`config.mk`:
```
export PLATFORM = sky130hd
export DESIGN_NAME = rupp_top
export DESIGN_NICKNAME = d
export VERILOG_FILES = /design/src/rtl/rupp_pkg.sv /design/src/rtl/rupp_part_if.sv /design/src/rtl/rupp_part_check.sv /design/src/rtl/rupp_top.sv
export SDC_FILE = /design/constraint.sdc
export NUM_CORES = 1
export LEC_CHECK = 0
export BUFFER_PORTS_ARGS = -buffer_cell sky130_fd_sc_hd__buf_2
export CAP_MARGIN = 20
export CELL_PAD_IN_SITES_DETAIL_PLACEMENT = 0
export CELL_PAD_IN_SITES_GLOBAL_PLACEMENT = 2
export CORE_MARGIN = 8
export CORE_UTILIZATION = 35
export CTS_CLUSTER_SIZE = 30
export DETAILED_ROUTE_END_ITERATION = 10
export GPL_TIMING_DRIVEN = 0
export PLACE_DENSITY = 0.92
export SYNTH_ARGS = -nofsm -noshare
export SYNTH_HDL_FRONTEND = slang
export SYNTH_HIERARCHICAL = 1
export SYNTH_SLANG_ARGS = --single-unit
```
`constraint.sdc`:
```
create_clock -name clk -period 2.95 [get_ports clk]
set_clock_uncertainty 0.15 [all_clocks]
set_input_delay 0 -clock clk [delete_from_list [all_inputs] [get_ports clk]]
set_output_delay 0 -clock clk [all_outputs]
set_load 0.02 [all_outputs]
```
`src/rtl/rupp_pkg.sv`:
```
package rupp_pkg;
  localparam logic [31:0] RUPP_ADDR_PROG_BASE = 32'h0000_0000;
  localparam logic [31:0] RUPP_ADDR_DATA_BASE = 32'h0000_0004;
  localparam logic [31:0] RUPP_ADDR_RAM_SIZE = 32'h0000_0008;
  localparam logic [31:0] RUPP_ADDR_STATUS = 32'h0000_000C;
  localparam int RUPP_FIELD_LSB = 10;
  localparam int RUPP_FIELD_MSB = 15;
  localparam logic [31:0] RUPP_FIELD_MASK = 32'h0000_FC00;
  localparam logic [31:0] RUPP_RESET_VALUE = 32'h0000_0000;
  localparam logic [31:0] RUPP_RAM_SIZE_DEFAULT = 32'h0001_0000;
  localparam logic [1:0] RUPP_RESP_OKAY = 2'b00;
  localparam logic [1:0] RUPP_RESP_SLVERR = 2'b10;
  localparam int RUPP_STAT_BASE_ZERO = 0;
  localparam int RUPP_STAT_NOT_ABOVE_DATA = 1;
  localparam int RUPP_STAT_ABOVE_SIZE = 2;
endpackage

```
`src/rtl/rupp_part_if.sv`:
```
`timescale 1ns/1ps
interface rupp_part_if;
  logic [31:0] progBase;
  logic [31:0] dataBase;
  logic [31:0] ramSize;
  logic kernelOnly;
  logic notAboveData;
  logic aboveSize;
  modport regs (output progBase, output dataBase, output ramSize, input kernelOnly, input notAboveData,
    input aboveSize);
  modport check (input progBase, input dataBase, input ramSize, output kernelOnly, output notAboveData,
    output aboveSize);
endinterface

```
`src/rtl/rupp_part_check.sv`:
```
`timescale 1ns/1ps
module rupp_part_check (
  rupp_part_if.check part
);
  import rupp_pkg::*;
  // zero base means no user program region at all
  assign part.kernelOnly = (part.progBase == RUPP_RESET_VALUE);
  // software's duty; flagged so misprogramming is visible
  assign part.notAboveData = !part.kernelOnly && (part.progBase <= part.dataBase);
  // software's duty; flagged so misprogramming is visible
  assign part.aboveSize = part.progBase > part.ramSize;
endmodule // rupp_part_check

```
`src/rtl/rupp_top.sv`:
```
// Added by the designer: the AXI4-Lite slave port and the register offsets.
`timescale 1ns/1ps
module rupp_top (
  input wire logic clk,
  input wire logic nrst,
  input wire logic clkEn,
  input wire logic [31:0] s_axi_awaddr,
  input wire logic s_axi_awvalid,
  output logic s_axi_awready,
  input wire logic [31:0] s_axi_wdata,
  input wire logic [3:0] s_axi_wstrb,
  input wire logic s_axi_wvalid,
  output logic s_axi_wready,
  output logic [1:0] s_axi_bresp,
  output logic s_axi_bvalid,
  input wire logic s_axi_bready,
  input wire logic [31:0] s_axi_araddr,
  input wire logic s_axi_arvalid,
  output logic s_axi_arready,
  output logic [31:0] s_axi_rdata,
  output logic [1:0] s_axi_rresp,
  output logic s_axi_rvalid,
  input wire logic s_axi_rready,
  output logic [31:0] userProgramBase,
  output logic kernelOnly,
  output logic userProgStart
);
  import rupp_pkg::*;

  rupp_part_if part ();

  logic [5:0] progField_r;
  logic [31:0] dataBase_r;
  logic [31:0] ramSize_r;
  logic [31:0] awAddr_r;
  logic awHeld_r;
  logic [31:0] wData_r;
  logic [3:0] wStrb_r;
  logic wHeld_r;
  logic bValid_r;
  logic [1:0] bResp_r;
  logic rValid_r;
  logic [31:0] rData_r;
  logic [1:0] rResp_r;
  logic doWrite;
  logic doRead;
  logic [31:0] progMerged;

  function automatic logic [31:0] merge_bytes(input logic [31:0] old, input logic [31:0] data,
      input logic [3:0] strb);
    logic [31:0] res;
    res = old;
    for (int i = 0; i < 4; i++) begin
      if (strb[i]) begin
        res[i*8 +: 8] = data[i*8 +: 8];
      end
    end
    return res;
  endfunction

  // low ten bits and upper half are not flops at all
  function automatic logic [31:0] prog_word(input logic [5:0] f);
    return {16'h0000, f, 10'h000};
  endfunction

  // one shared decode keeps writes, reads and responses in agreement
  function automatic logic is_mapped(input logic [31:0] a);
    if (a[31:8] != 24'h00_0000 || a[1:0] != 2'b00) begin
      return 1'b0;
    end else if (a[7:2] <= RUPP_ADDR_STATUS[7:2]) begin
      return 1'b1;
    end else begin
      return 1'b0;
    end
  endfunction

  function automatic logic hits(input logic [31:0] a, input logic [31:0] off);
    return is_mapped(a) && (a[7:2] == off[7:2]);
  endfunction

  assign progMerged = merge_bytes(prog_word(progField_r), wData_r, wStrb_r);
  assign part.progBase = prog_word(progField_r);
  assign part.dataBase = dataBase_r;
  assign part.ramSize = ramSize_r;

  rupp_part_check rupp_part_check_i (
    .part(part)
  );

  // address and data may arrive in either order; each is latched alone
  // ready drops while frozen, so nothing is taken that the flops would miss
  assign s_axi_awready = clkEn && !awHeld_r && !bValid_r;
  assign s_axi_wready = clkEn && !wHeld_r && !bValid_r;
  assign doWrite = awHeld_r && wHeld_r && !bValid_r;
  assign s_axi_arready = clkEn && !rValid_r;
  assign doRead = s_axi_arvalid && s_axi_arready;

  always_ff @(posedge clk or negedge nrst) begin
    if (!nrst) begin
      awHeld_r <= 1'b0;
      awAddr_r <= 32'h0000_0000;
    end else if (clkEn) begin
      if (s_axi_awvalid && s_axi_awready) begin
        awHeld_r <= 1'b1;
        awAddr_r <= s_axi_awaddr;
      end else if (doWrite) begin
        awHeld_r <= 1'b0;
      end
    end
  end

  always_ff @(posedge clk or negedge nrst) begin
    if (!nrst) begin
      wHeld_r <= 1'b0;
      wData_r <= 32'h0000_0000;
      wStrb_r <= 4'h0;
    end else if (clkEn) begin
      if (s_axi_wvalid && s_axi_wready) begin
        wHeld_r <= 1'b1;
        wData_r <= s_axi_wdata;
        wStrb_r <= s_axi_wstrb;
      end else if (doWrite) begin
        wHeld_r <= 1'b0;
      end
    end
  end

  always_ff @(posedge clk or negedge nrst) begin
    if (!nrst) begin
      progField_r <= RUPP_RESET_VALUE[RUPP_FIELD_MSB:RUPP_FIELD_LSB];
      dataBase_r <= RUPP_RESET_VALUE;
      ramSize_r <= RUPP_RAM_SIZE_DEFAULT;
    end else if (clkEn && doWrite) begin
      if (hits(awAddr_r, RUPP_ADDR_PROG_BASE)) begin
        // only bits 15..10 stored, upper bits dropped
        progField_r <= progMerged[RUPP_FIELD_MSB:RUPP_FIELD_LSB];
      end else if (hits(awAddr_r, RUPP_ADDR_DATA_BASE)) begin
        dataBase_r <= merge_bytes(dataBase_r, wData_r, wStrb_r) & RUPP_FIELD_MASK;
      end else if (hits(awAddr_r, RUPP_ADDR_RAM_SIZE)) begin
        ramSize_r <= merge_bytes(ramSize_r, wData_r, wStrb_r);
      end
    end
  end

  always_ff @(posedge clk or negedge nrst) begin
    if (!nrst) begin
      bValid_r <= 1'b0;
      bResp_r <= RUPP_RESP_OKAY;
    end else if (clkEn) begin
      if (doWrite) begin
        bValid_r <= 1'b1;
        bResp_r <= (is_mapped(awAddr_r) && awAddr_r[7:2] != RUPP_ADDR_STATUS[7:2]) ? RUPP_RESP_OKAY
          : RUPP_RESP_SLVERR;
      end else if (s_axi_bready) begin
        bValid_r <= 1'b0;
      end
    end
  end

  always_ff @(posedge clk or negedge nrst) begin
    if (!nrst) begin
      rValid_r <= 1'b0;
      rData_r <= 32'h0000_0000;
      rResp_r <= RUPP_RESP_OKAY;
    end else if (clkEn) begin
      if (doRead) begin
        rValid_r <= 1'b1;
        rResp_r <= is_mapped(s_axi_araddr) ? RUPP_RESP_OKAY : RUPP_RESP_SLVERR;
        if (!is_mapped(s_axi_araddr)) begin
          rData_r <= 32'h0000_0000;
        end else if (s_axi_araddr[7:2] == RUPP_ADDR_PROG_BASE[7:2]) begin
          rData_r <= prog_word(progField_r);
        end else if (s_axi_araddr[7:2] == RUPP_ADDR_DATA_BASE[7:2]) begin
          rData_r <= dataBase_r;
        end else if (s_axi_araddr[7:2] == RUPP_ADDR_RAM_SIZE[7:2]) begin
          rData_r <= ramSize_r;
        end else begin
          rData_r <= {29'h0000_0000, part.aboveSize, part.notAboveData, part.kernelOnly};
        end
      end else if (s_axi_rready) begin
        rValid_r <= 1'b0;
      end
    end
  end

  assign s_axi_bvalid = bValid_r;
  assign s_axi_bresp = bResp_r;
  assign s_axi_rvalid = rValid_r;
  assign s_axi_rdata = rData_r;
  assign s_axi_rresp = rResp_r;
  assign userProgramBase = prog_word(progField_r);
  assign kernelOnly = part.kernelOnly;
  // user program region begins at the base only when one exists
  assign userProgStart = !part.kernelOnly;

  property p_low_zero;
    @(posedge clk) disable iff (!nrst)
      userProgramBase[9:0] == 10'h000;
  endproperty
  a_low_zero: assert property (p_low_zero) else $error("low bits of base not zero");

  property p_upper_idle;
    @(posedge clk) disable iff (!nrst)
      userProgramBase[31:16] == 16'h0000;
  endproperty
  a_upper_idle: assert property (p_upper_idle) else $error("upper half of base nonzero");

  property p_upper_zero;
    @(posedge clk) disable iff (!nrst) rValid_r && !$past(rValid_r) && $past(s_axi_araddr) == RUPP_ADDR_PROG_BASE
      |-> s_axi_rdata[31:16] == 16'h0000;
  endproperty
  a_upper_zero: assert property (p_upper_zero) else $error("upper half of base read nonzero");

  // the read path must show exactly the word the outputs show
  property p_read_base;
    @(posedge clk) disable iff (!nrst)
      doRead && hits(s_axi_araddr, RUPP_ADDR_PROG_BASE) |=> s_axi_rdata == $past(userProgramBase);
  endproperty
  a_read_base: assert property (p_read_base) else $error("base read differs from base");

  property p_write_field;
    @(posedge clk) disable iff (!nrst) doWrite && clkEn && awAddr_r == RUPP_ADDR_PROG_BASE && wStrb_r == 4'hF
      |=> userProgramBase == ($past(wData_r) & RUPP_FIELD_MASK);
  endproperty
  a_write_field: assert property (p_write_field) else $error("base field did not take write");

  property p_hold;
    @(posedge clk) disable iff (!nrst)
      !doWrite |=> $stable(userProgramBase);
  endproperty
  a_hold: assert property (p_hold) else $error("base changed without write");

  property p_kernel;
    @(posedge clk) disable iff (!nrst)
      kernelOnly == (userProgramBase == 32'h0000_0000) && userProgStart != kernelOnly;
  endproperty
  a_kernel: assert property (p_kernel) else $error("kernel-only flag wrong");

  property p_reset_clear;
    @(posedge clk)
      $rose(nrst) |-> userProgramBase == 32'h0000_0000;
  endproperty
  a_reset_clear: assert property (p_reset_clear) else $error("base not cleared by reset");

  property p_bus_reset;
    @(posedge clk)
      $rose(nrst) |-> !s_axi_bvalid && !s_axi_rvalid;
  endproperty
  a_bus_reset: assert property (p_bus_reset) else $error("response pending after reset");

  // a low enable must leave the base and both response valids where they were
  property p_freeze;
    @(posedge clk) disable iff (!nrst)
      !clkEn |=> $stable(userProgramBase) && $stable(s_axi_bvalid) && $stable(s_axi_rvalid);
  endproperty
  a_freeze: assert property (p_freeze) else $error("state moved while enable low");

  property p_b_hold;
    @(posedge clk) disable iff (!nrst)
      s_axi_bvalid && !(s_axi_bready && clkEn) |=> s_axi_bvalid && $stable(s_axi_bresp);
  endproperty
  a_b_hold: assert property (p_b_hold) else $error("write response dropped early");

  property p_r_hold;
    @(posedge clk) disable iff (!nrst)
      s_axi_rvalid && !(s_axi_rready && clkEn) |=> s_axi_rvalid && $stable(s_axi_rdata) && $stable(s_axi_rresp);
  endproperty
  a_r_hold: assert property (p_r_hold) else $error("read response dropped early");

  property p_b_answer;
    @(posedge clk) disable iff (!nrst)
      doWrite && clkEn |=> s_axi_bvalid;
  endproperty
  a_b_answer: assert property (p_b_answer) else $error("write response late");

  property p_r_answer;
    @(posedge clk) disable iff (!nrst)
      doRead |=> s_axi_rvalid;
  endproperty
  a_r_answer: assert property (p_r_answer) else $error("read response late");

  property p_unmapped_read;
    @(posedge clk) disable iff (!nrst)
      doRead && !is_mapped(s_axi_araddr) |=> s_axi_rresp == RUPP_RESP_SLVERR && s_axi_rdata == 32'h0000_0000;
  endproperty
  a_unmapped_read: assert property (p_unmapped_read) else $error("unmapped read not refused");

  property p_busy_refuse;
    @(posedge clk) disable iff (!nrst)
      s_axi_bvalid |-> !s_axi_awready && !s_axi_wready;
  endproperty
  a_busy_refuse: assert property (p_busy_refuse) else $error("write taken while response pending");

  c_write: cover property (@(posedge clk) disable iff (!nrst) doWrite && awAddr_r == RUPP_ADDR_PROG_BASE);
  c_read: cover property (@(posedge clk) disable iff (!nrst) s_axi_rvalid && s_axi_rready);
  c_region: cover property (@(posedge clk) disable iff (!nrst) $fell(kernelOnly));
  c_slverr: cover property (@(posedge clk) disable iff (!nrst) s_axi_bvalid && s_axi_bresp == RUPP_RESP_SLVERR);
  c_freeze: cover property (@(posedge clk) disable iff (!nrst) !clkEn && s_axi_awvalid);
endmodule // rupp_top

```
==> results of run 1 <==
## flip-flops by register name, summed over array words and instances, names as in the netlist
| register | cells |
|---|---|
| s_axi_bvalid | 1 |
| s_axi_rdata | 32 |
| wHeld_r | 1 |
| progField_r | 6 |
| dataBase_r | 6 |
| awHeld_r | 1 |
| awAddr_r | 32 |
| s_axi_rresp | 1 |
| part.ramSize | 32 |
| wStrb_r | 4 |
| wData_r | 32 |
| s_axi_bresp | 1 |
| s_axi_rvalid | 1 |
## tightest hold or removal path: cells and delay by family
family / cells / cell delay [ns]
and+or+nand+nor: 3 / 0.17
buffers and inverters: 2 / 0.27
AOI/OAI and AO/OA: 1 / 0.09
## final cells by class
type                            instances  area (µm²)
Fill cell                            2162       12000
Inverter                               68         255
Timing Repair Buffer                  234        1610
Sequential cell                       150        3750
Clock inverter                         10        80.1
Multi-Input combinational cell        581        4340
Antenna cell                            2        5.00
Tap cell                              319         399
Clock buffer                           22         474
Buffer                                 51         319
## cells by family (layout without fill, tap and decap cells)
kind of cell | Yosys count | after routing | share of synthesized area (%)
fa+ha+maj | 64 | 64 | 9.79
compound gates | 95 | 95 | 7.22
flops | 150 | 150 | 45.9
mux | 121 | 121 | 16.9
buf+inv | 119 | 385 | 7.02
other cells | 1 | 133 | 0.0458
simple gates | 170 | 170 | 13.2
## per-layer routing
metal | part of all wire, % | GRT usage (%) | vias to the layer above | wire length [µm]
met1 | 45 | 18.5 | 2909 | 9100
met2 | 48 | 24.5 | 138 | 9630
met4 | 1.1 | 3.69 | 0 | 216
met5 | 0 | 0 | - | 0
li1 | - | - | 3169 | -
met3 | 6.3 | 4.75 | 14 | 1280
## power breakdown
part / total [mW] / switching [mW] / internal, mW
Clock: 2.03 / 0.812 / 1.22
Combinational: 1.28 / 0.527 / 0.753
Sequential: 2.96 / 0.399 / 2.56
Total: 6.27 / 1.74 / 4.53
## stage by stage
step | util, % | instances
floorplan | - | 850
global placement | 42.4 | 1322
finish | 48.5 | 1437
global route | 48.5 | 1437
CTS | 48.4 | 1435
detailed placement | 42.6 | 1323
## cell usage after synthesis (3+ instances only)
master,instances,area [µm²]
a211oi_1,4,30.0
a21o_1,11,82.6
a21oi_1,22,110
buf_2,10,50.1
buf_4,28,210
clkbuf_1,9,33.8
dfrtp_1,149,3730
ha_1,64,801
inv_1,68,255
mux2_2,104,1170
mux2_4,8,120
mux2i_1,9,90.1
nand2_1,55,206
nand3_1,36,180
nand4_1,16,100
nor2_1,13,48.8
nor2b_1,6,37.5
nor3_4,6,97.6
nor4_1,17,106
nor4_4,8,170
o21ai_0,34,170
o2bb2ai_1,6,52.6
o31ai_1,3,22.5
## what timing repair did
item | CTS | global route
hold buffers | 80 | 0
resized for setup | 0 | 0
endpoints found under the hold margin | 229 | 0
## worst paths after layout
kind	startpoint	end	slack [ns]	cells past startpoint
setup / recovery	progField_r[4]	s_axi_rdata[1]	0.52	9
max in group asynchronous	nrst	dataBase_r[10]	1.42	4
hold / removal	s_axi_araddr[15]	s_axi_rdata[1]	0.006	6
setup reg to reg	progField_r[4]	s_axi_rdata[1]	0.52	9
min in group asynchronous	nrst	wData_r[21]	0.46	3
hold reg to reg	s_axi_rdata[19]	s_axi_rdata[19]	0.32	2
==> metrics, run 1 <==
Worst Setup Start Kind=flip-flop; via count=6230; number of failing setup endpoints in the final timing report=0; average wire per standard cell=14.1 µm; number of design rule violations left after detail routing=0; number of clock sinks seen by CTS=150; CP max FO=6; Max IR drop VDD=~0.47 mV; library cell contributing the largest single delay on the critical path=dfrtp_1; synthesis warning total=6; DRC violation total after the first TritonRoute iteration=238; number of cell rows=56; mapped cell area=8180 µm²; Synth Flop Type=dfrtp_1; post-DR vias/cell=4.34; GRT Util Overall=14.8%; area delta synth->final=37.4%; most common library cell in the layout ignoring fill and taps=buf_2; nets@finish=1275; fraction of layout instances using a drive strength above 1=32.4%; clock tree from TritonCTS=built; final standard cell area without fillers=11200 µm²; critical path's most frequent cell=a21oi_1; number of buffer cells added on primary ports=approximately 150; distinct cell type count of the synthesized netlist=slightly below 50; required time at the endpoint of the critical path=3.12 ns; kind of critical path=reg2reg; CP bufs+invs=0; I/O pin count=183; FMAX=slightly above 0.4 GHz; worst slack after detailed placement=0.484 ns; total design power=between 6 and 7 mW; setup TNS=0 ns; highest cell delay on the worst timing path=0.47 ns; routed wire length=20.2 mm; clk_lat worst skew=0.42 ns; Worst Hold Class=in2reg; worst-case headroom to the max-slew limit=56.2%; effective utilization at floorplan=35.3%; Root Driver=clkbuf_16; Post-DRT Antenna Nets=0; static leakage power=5.48 nW; most used cells in the layout excluding fill and tap cells=162 x buf_2, 149 x dfrtp_1, 131 x conb_1; setup repair after global routing missed its margin=no; Synth Area per Inst=11.4 µm²; Max Buffers Root-to-Sink=2; CP Cell Sequence=ha_1, a21oi_1, nand2_1, a221o_1, nor3_1, o21ai_1, a21oi_1, mux2i_1, o31ai_1; final-report max-slew violation count=0; maximum number of pins on one net before global-route repair=94; Post-synth ARST share=100%; number of max-capacitance violations reported=0; fraction of the yosys area taken by sequential cells=around 46%; vias in the first global route=6531; Hold Worst Slack=0.00608 ns; total clock buffers created by CTS=17; chip height=about 170 µm; RD Place Congestion=a little over 0.8; Slew @ Worst Pin=approximately 0.65 ns; number of enable-type register cells in the synthesized netlist=0; H-Tree Depth=4; category of cells accounting for the largest share of critical-path delay=compound AO/OA/AOI/OAI gates; result of the run=finished clean; fin crit share=82.3%; Mapped Cells=720; sort of element at the end of the critical path=flip-flop; worst setup slack after layout=roughly 0.52 ns; number of buffers inserted to repair setup after CTS=0; endpoints failing hold=0; die area=28500 µm²; power per standard cell area=around 560 nW/µm²; dpl hpwl=around 15 mm; number of storage elements in the synthesis netlist=150; Clock Pin Slew Worst Setup and Hold Paths=0.06 ns; CORE AREA=~23000 µm²; first-pass detailed-route iteration total=4; clock period minus final worst setup slack=2.43 ns; global-route wire length before repair=33.8 mm; width of the die=169 µm; Post-Place Cell Area=9870 µm²; data arrival time of the worst path=roughly 2.6 ns; initial antenna violation count=2; GRT overflow=0
Power figures use the tool's default switching activity.
==> run 2: changes to the inputs <==
CORE_UTILIZATION = 32   (was 35)
PLACE_DENSITY = 0.89   (was 0.92)
clock period = 2.2 ns   (was 2.95 ns; I/O delays follow)
==> metrics, run 2 (synthesized netlist as in run 1, its figures left out) <==
result of the run=finished, violations left (was finished clean); failing checks=negative hold slack, negative setup slack; source of the worst register-to-register timing path=progField_r[3] (was progField_r[4]); Reg2Reg Depth=8 (was 9); fin crit share=101% (was 82.3%); total design power=8.56 mW (was 6.27 mW); area delta synth->final=43.1% (was 37.4%); most used cells in the layout excluding fill and tap cells=158 x buf_2, 145 x dfrtp_1, 131 x conb_1 (was 162 x buf_2, 149 x dfrtp_1, 131 x conb_1); number of failing setup endpoints in the final timing report=1 (was 0); setup slack on the worst flop-to-flop path=-0.02 ns (was 0.52 ns); non-filler instance count after layout=1468 (was 1437); first-pass detailed-route iteration total=5 (was 4); worst-case headroom to the max-slew limit=58.3% (was 56.2%); maximum number of pins on one net before global-route repair=77 (was 94); clock period minus final worst setup slack=2.22 ns (was 2.43 ns); Reg2Reg Capture Point=s_axi_rdata[1] (unchanged); required time at the endpoint of the critical path=2.34 ns (was 3.12 ns); via count=6292 (was 6230); I/O pin count=183 (unchanged); post-DR vias/cell=4.29 (was 4.34); vias in the first global route=6443 (was 6531); kind of critical path=reg2reg (unchanged); effective utilization at floorplan=32.5% (was 35.3%); Post-DRT Antenna Nets=0 (unchanged); total clock buffers created by CTS=17 (unchanged); placed instance count=1335 (was 1323); Worst Hold Class=in2async (was in2reg); Clock Pin Slew Worst Setup and Hold Paths=0.06 ns (about the same); setup TNS=-0.0171 ns (was 0 ns); Worst Setup Start Kind=flip-flop (unchanged); Root Driver=clkbuf_16 (unchanged); nets@finish=1296 (was 1275); clock tree from TritonCTS=built (unchanged); worst setup slack after layout=-0.0171 ns (was 0.522 ns); power per standard cell area=731 nW/µm² (was 558 nW/µm²); number of buffer cells added on primary ports=153 (unchanged); Max Buffers Root-to-Sink=2 (unchanged); CP max FO=5 (was 6); H-Tree Depth=4 (unchanged); initial antenna violation count=0 (was 2); number of design rule violations left after detail routing=0 (unchanged); final-report max-slew violation count=0 (unchanged); endpoints failing hold=4 (was 0); most common library cell in the layout ignoring fill and taps=buf_2 (unchanged); GRT overflow=0 (unchanged); sort of element at the end of the critical path=flip-flop (unchanged); number of max-capacitance violations reported=0 (unchanged); width of the die=176 µm (was 169 µm); fraction of layout instances using a drive strength above 1=36.0% (was 32.4%); static leakage power=5.63 nW (was 5.48 nW); clk_lat worst skew=0.42 ns (about the same); chip height=176 µm (was 169 µm); number of cell rows=58 (was 56); setup repair after global routing missed its margin=yes (was no); Slew @ Worst Pin=0.625 ns (was 0.655 ns); FMAX=0.451 GHz (was 0.412 GHz); die area=30900 µm² (was 28500 µm²); average wire per standard cell=14.1 µm (about the same); DRC violation total after the first TritonRoute iteration=160 (was 238); global-route wire length before repair=33.4 mm (was 33.8 mm); number of clock sinks seen by CTS=150 (unchanged); RD Place Congestion=0.763 (was 0.820); worst slack after detailed placement=-0.259 ns (was 0.484 ns); Hold Worst Slack=-0.00691 ns (was 0.00608 ns); GRT Util Overall=13.4% (was 14.8%); Max IR drop VDD=0.647 mV (was 0.472 mV); CORE AREA=25200 µm² (was 23200 µm²); routed wire length=20.6 mm (was 20.2 mm); dpl hpwl=15.7 mm (was 15.4 mm); data arrival time of the worst path=2.36 ns (was 2.60 ns)
-- run 2: cell count changes in the layout (fill, tap and decap cells not counted), moves of 4 or more --
cell,previous run,this run
clkbuf_4,0,5
buf_2,162,158
buf_4,28,43
ha_4,0,9
dfrtp_1,149,145
ha_1,64,55
dfrtp_2,0,4
inv_2,0,5
inv_1,68,63
buf_12,1,7
-- run 2: layer usage --
layer / up-vias / GRT usage, % / part of all wire [%]
li1: 3206 / - / -
met1: 2933 / 16.8 / 46
met2: 136 / 22.1 / 48
met3: 17 / 3.18 / 4.5
met4: 0 / 4.59 / 1.5
met5: - / 0 / 0
-- run 2: how the worst max path moves through the flow --
stage | from | endpoint | slack (ns)
finish | progField_r[3] | s_axi_rdata[1] | -0.02
global route | progField_r[3] | s_axi_rdata[1] | -0.16
CTS | progField_r[5] | s_axi_rdata[1] | -0.03
detailed placement | progField_r[4] | s_axi_rdata[1] | -0.26
global placement | nrst | awAddr_r[24] | -1.27
floorplan | progField_r[4] | s_axi_rdata[1] | 0.005
-- run 2: repair_timing --
item | in CTS | in global routing
endpoints found under the hold margin | 227 | 0
hold buffers | 77 | 0
setup buffers | 6 | 17
gates resized for setup | 10 | 26
pin swaps | 6 | 19
setup endpoints to repair | 64 | 62
-- run 2: where the power goes --
| group | switching, mW | internal, mW | total [mW] |
|---|---|---|---|
| Combinational | 0.717 | 1.03 | 1.74 |
| Sequential | 0.545 | 3.43 | 3.98 |
| Clock | 1.08 | 1.75 | 2.83 |
-- run 2: worst max-delay path, stage by stage (launching register included) --
cell       delay, ns
dfrtp_2         0.46
ha_4            0.28
nand4_1         0.27
a2111oi_4       0.41
nor3_2          0.07
o21ai_1         0.13
a21oi_1         0.07
mux2i_1         0.16
o31ai_1         0.10
-- run 2: cell type report --
type,instances,area (µm²)
fillers,2315,13500
multi-input cells,581,4500
flip-flops and latches,150,3760
repair buffers,255,1860
clock buffers,23,478
well taps,330,413
plain buffers,51,332
inverters,68,255
clock inverters,9,101
diodes,1,2.50
-- run 2: through the flow --
step	area [µm²]	utilization, %
finish	11700	46.5
global route	11700	46.5
CTS	11400	45.2
detailed placement	9910	39.4
global placement	9850	39.1
floorplan	8670	-
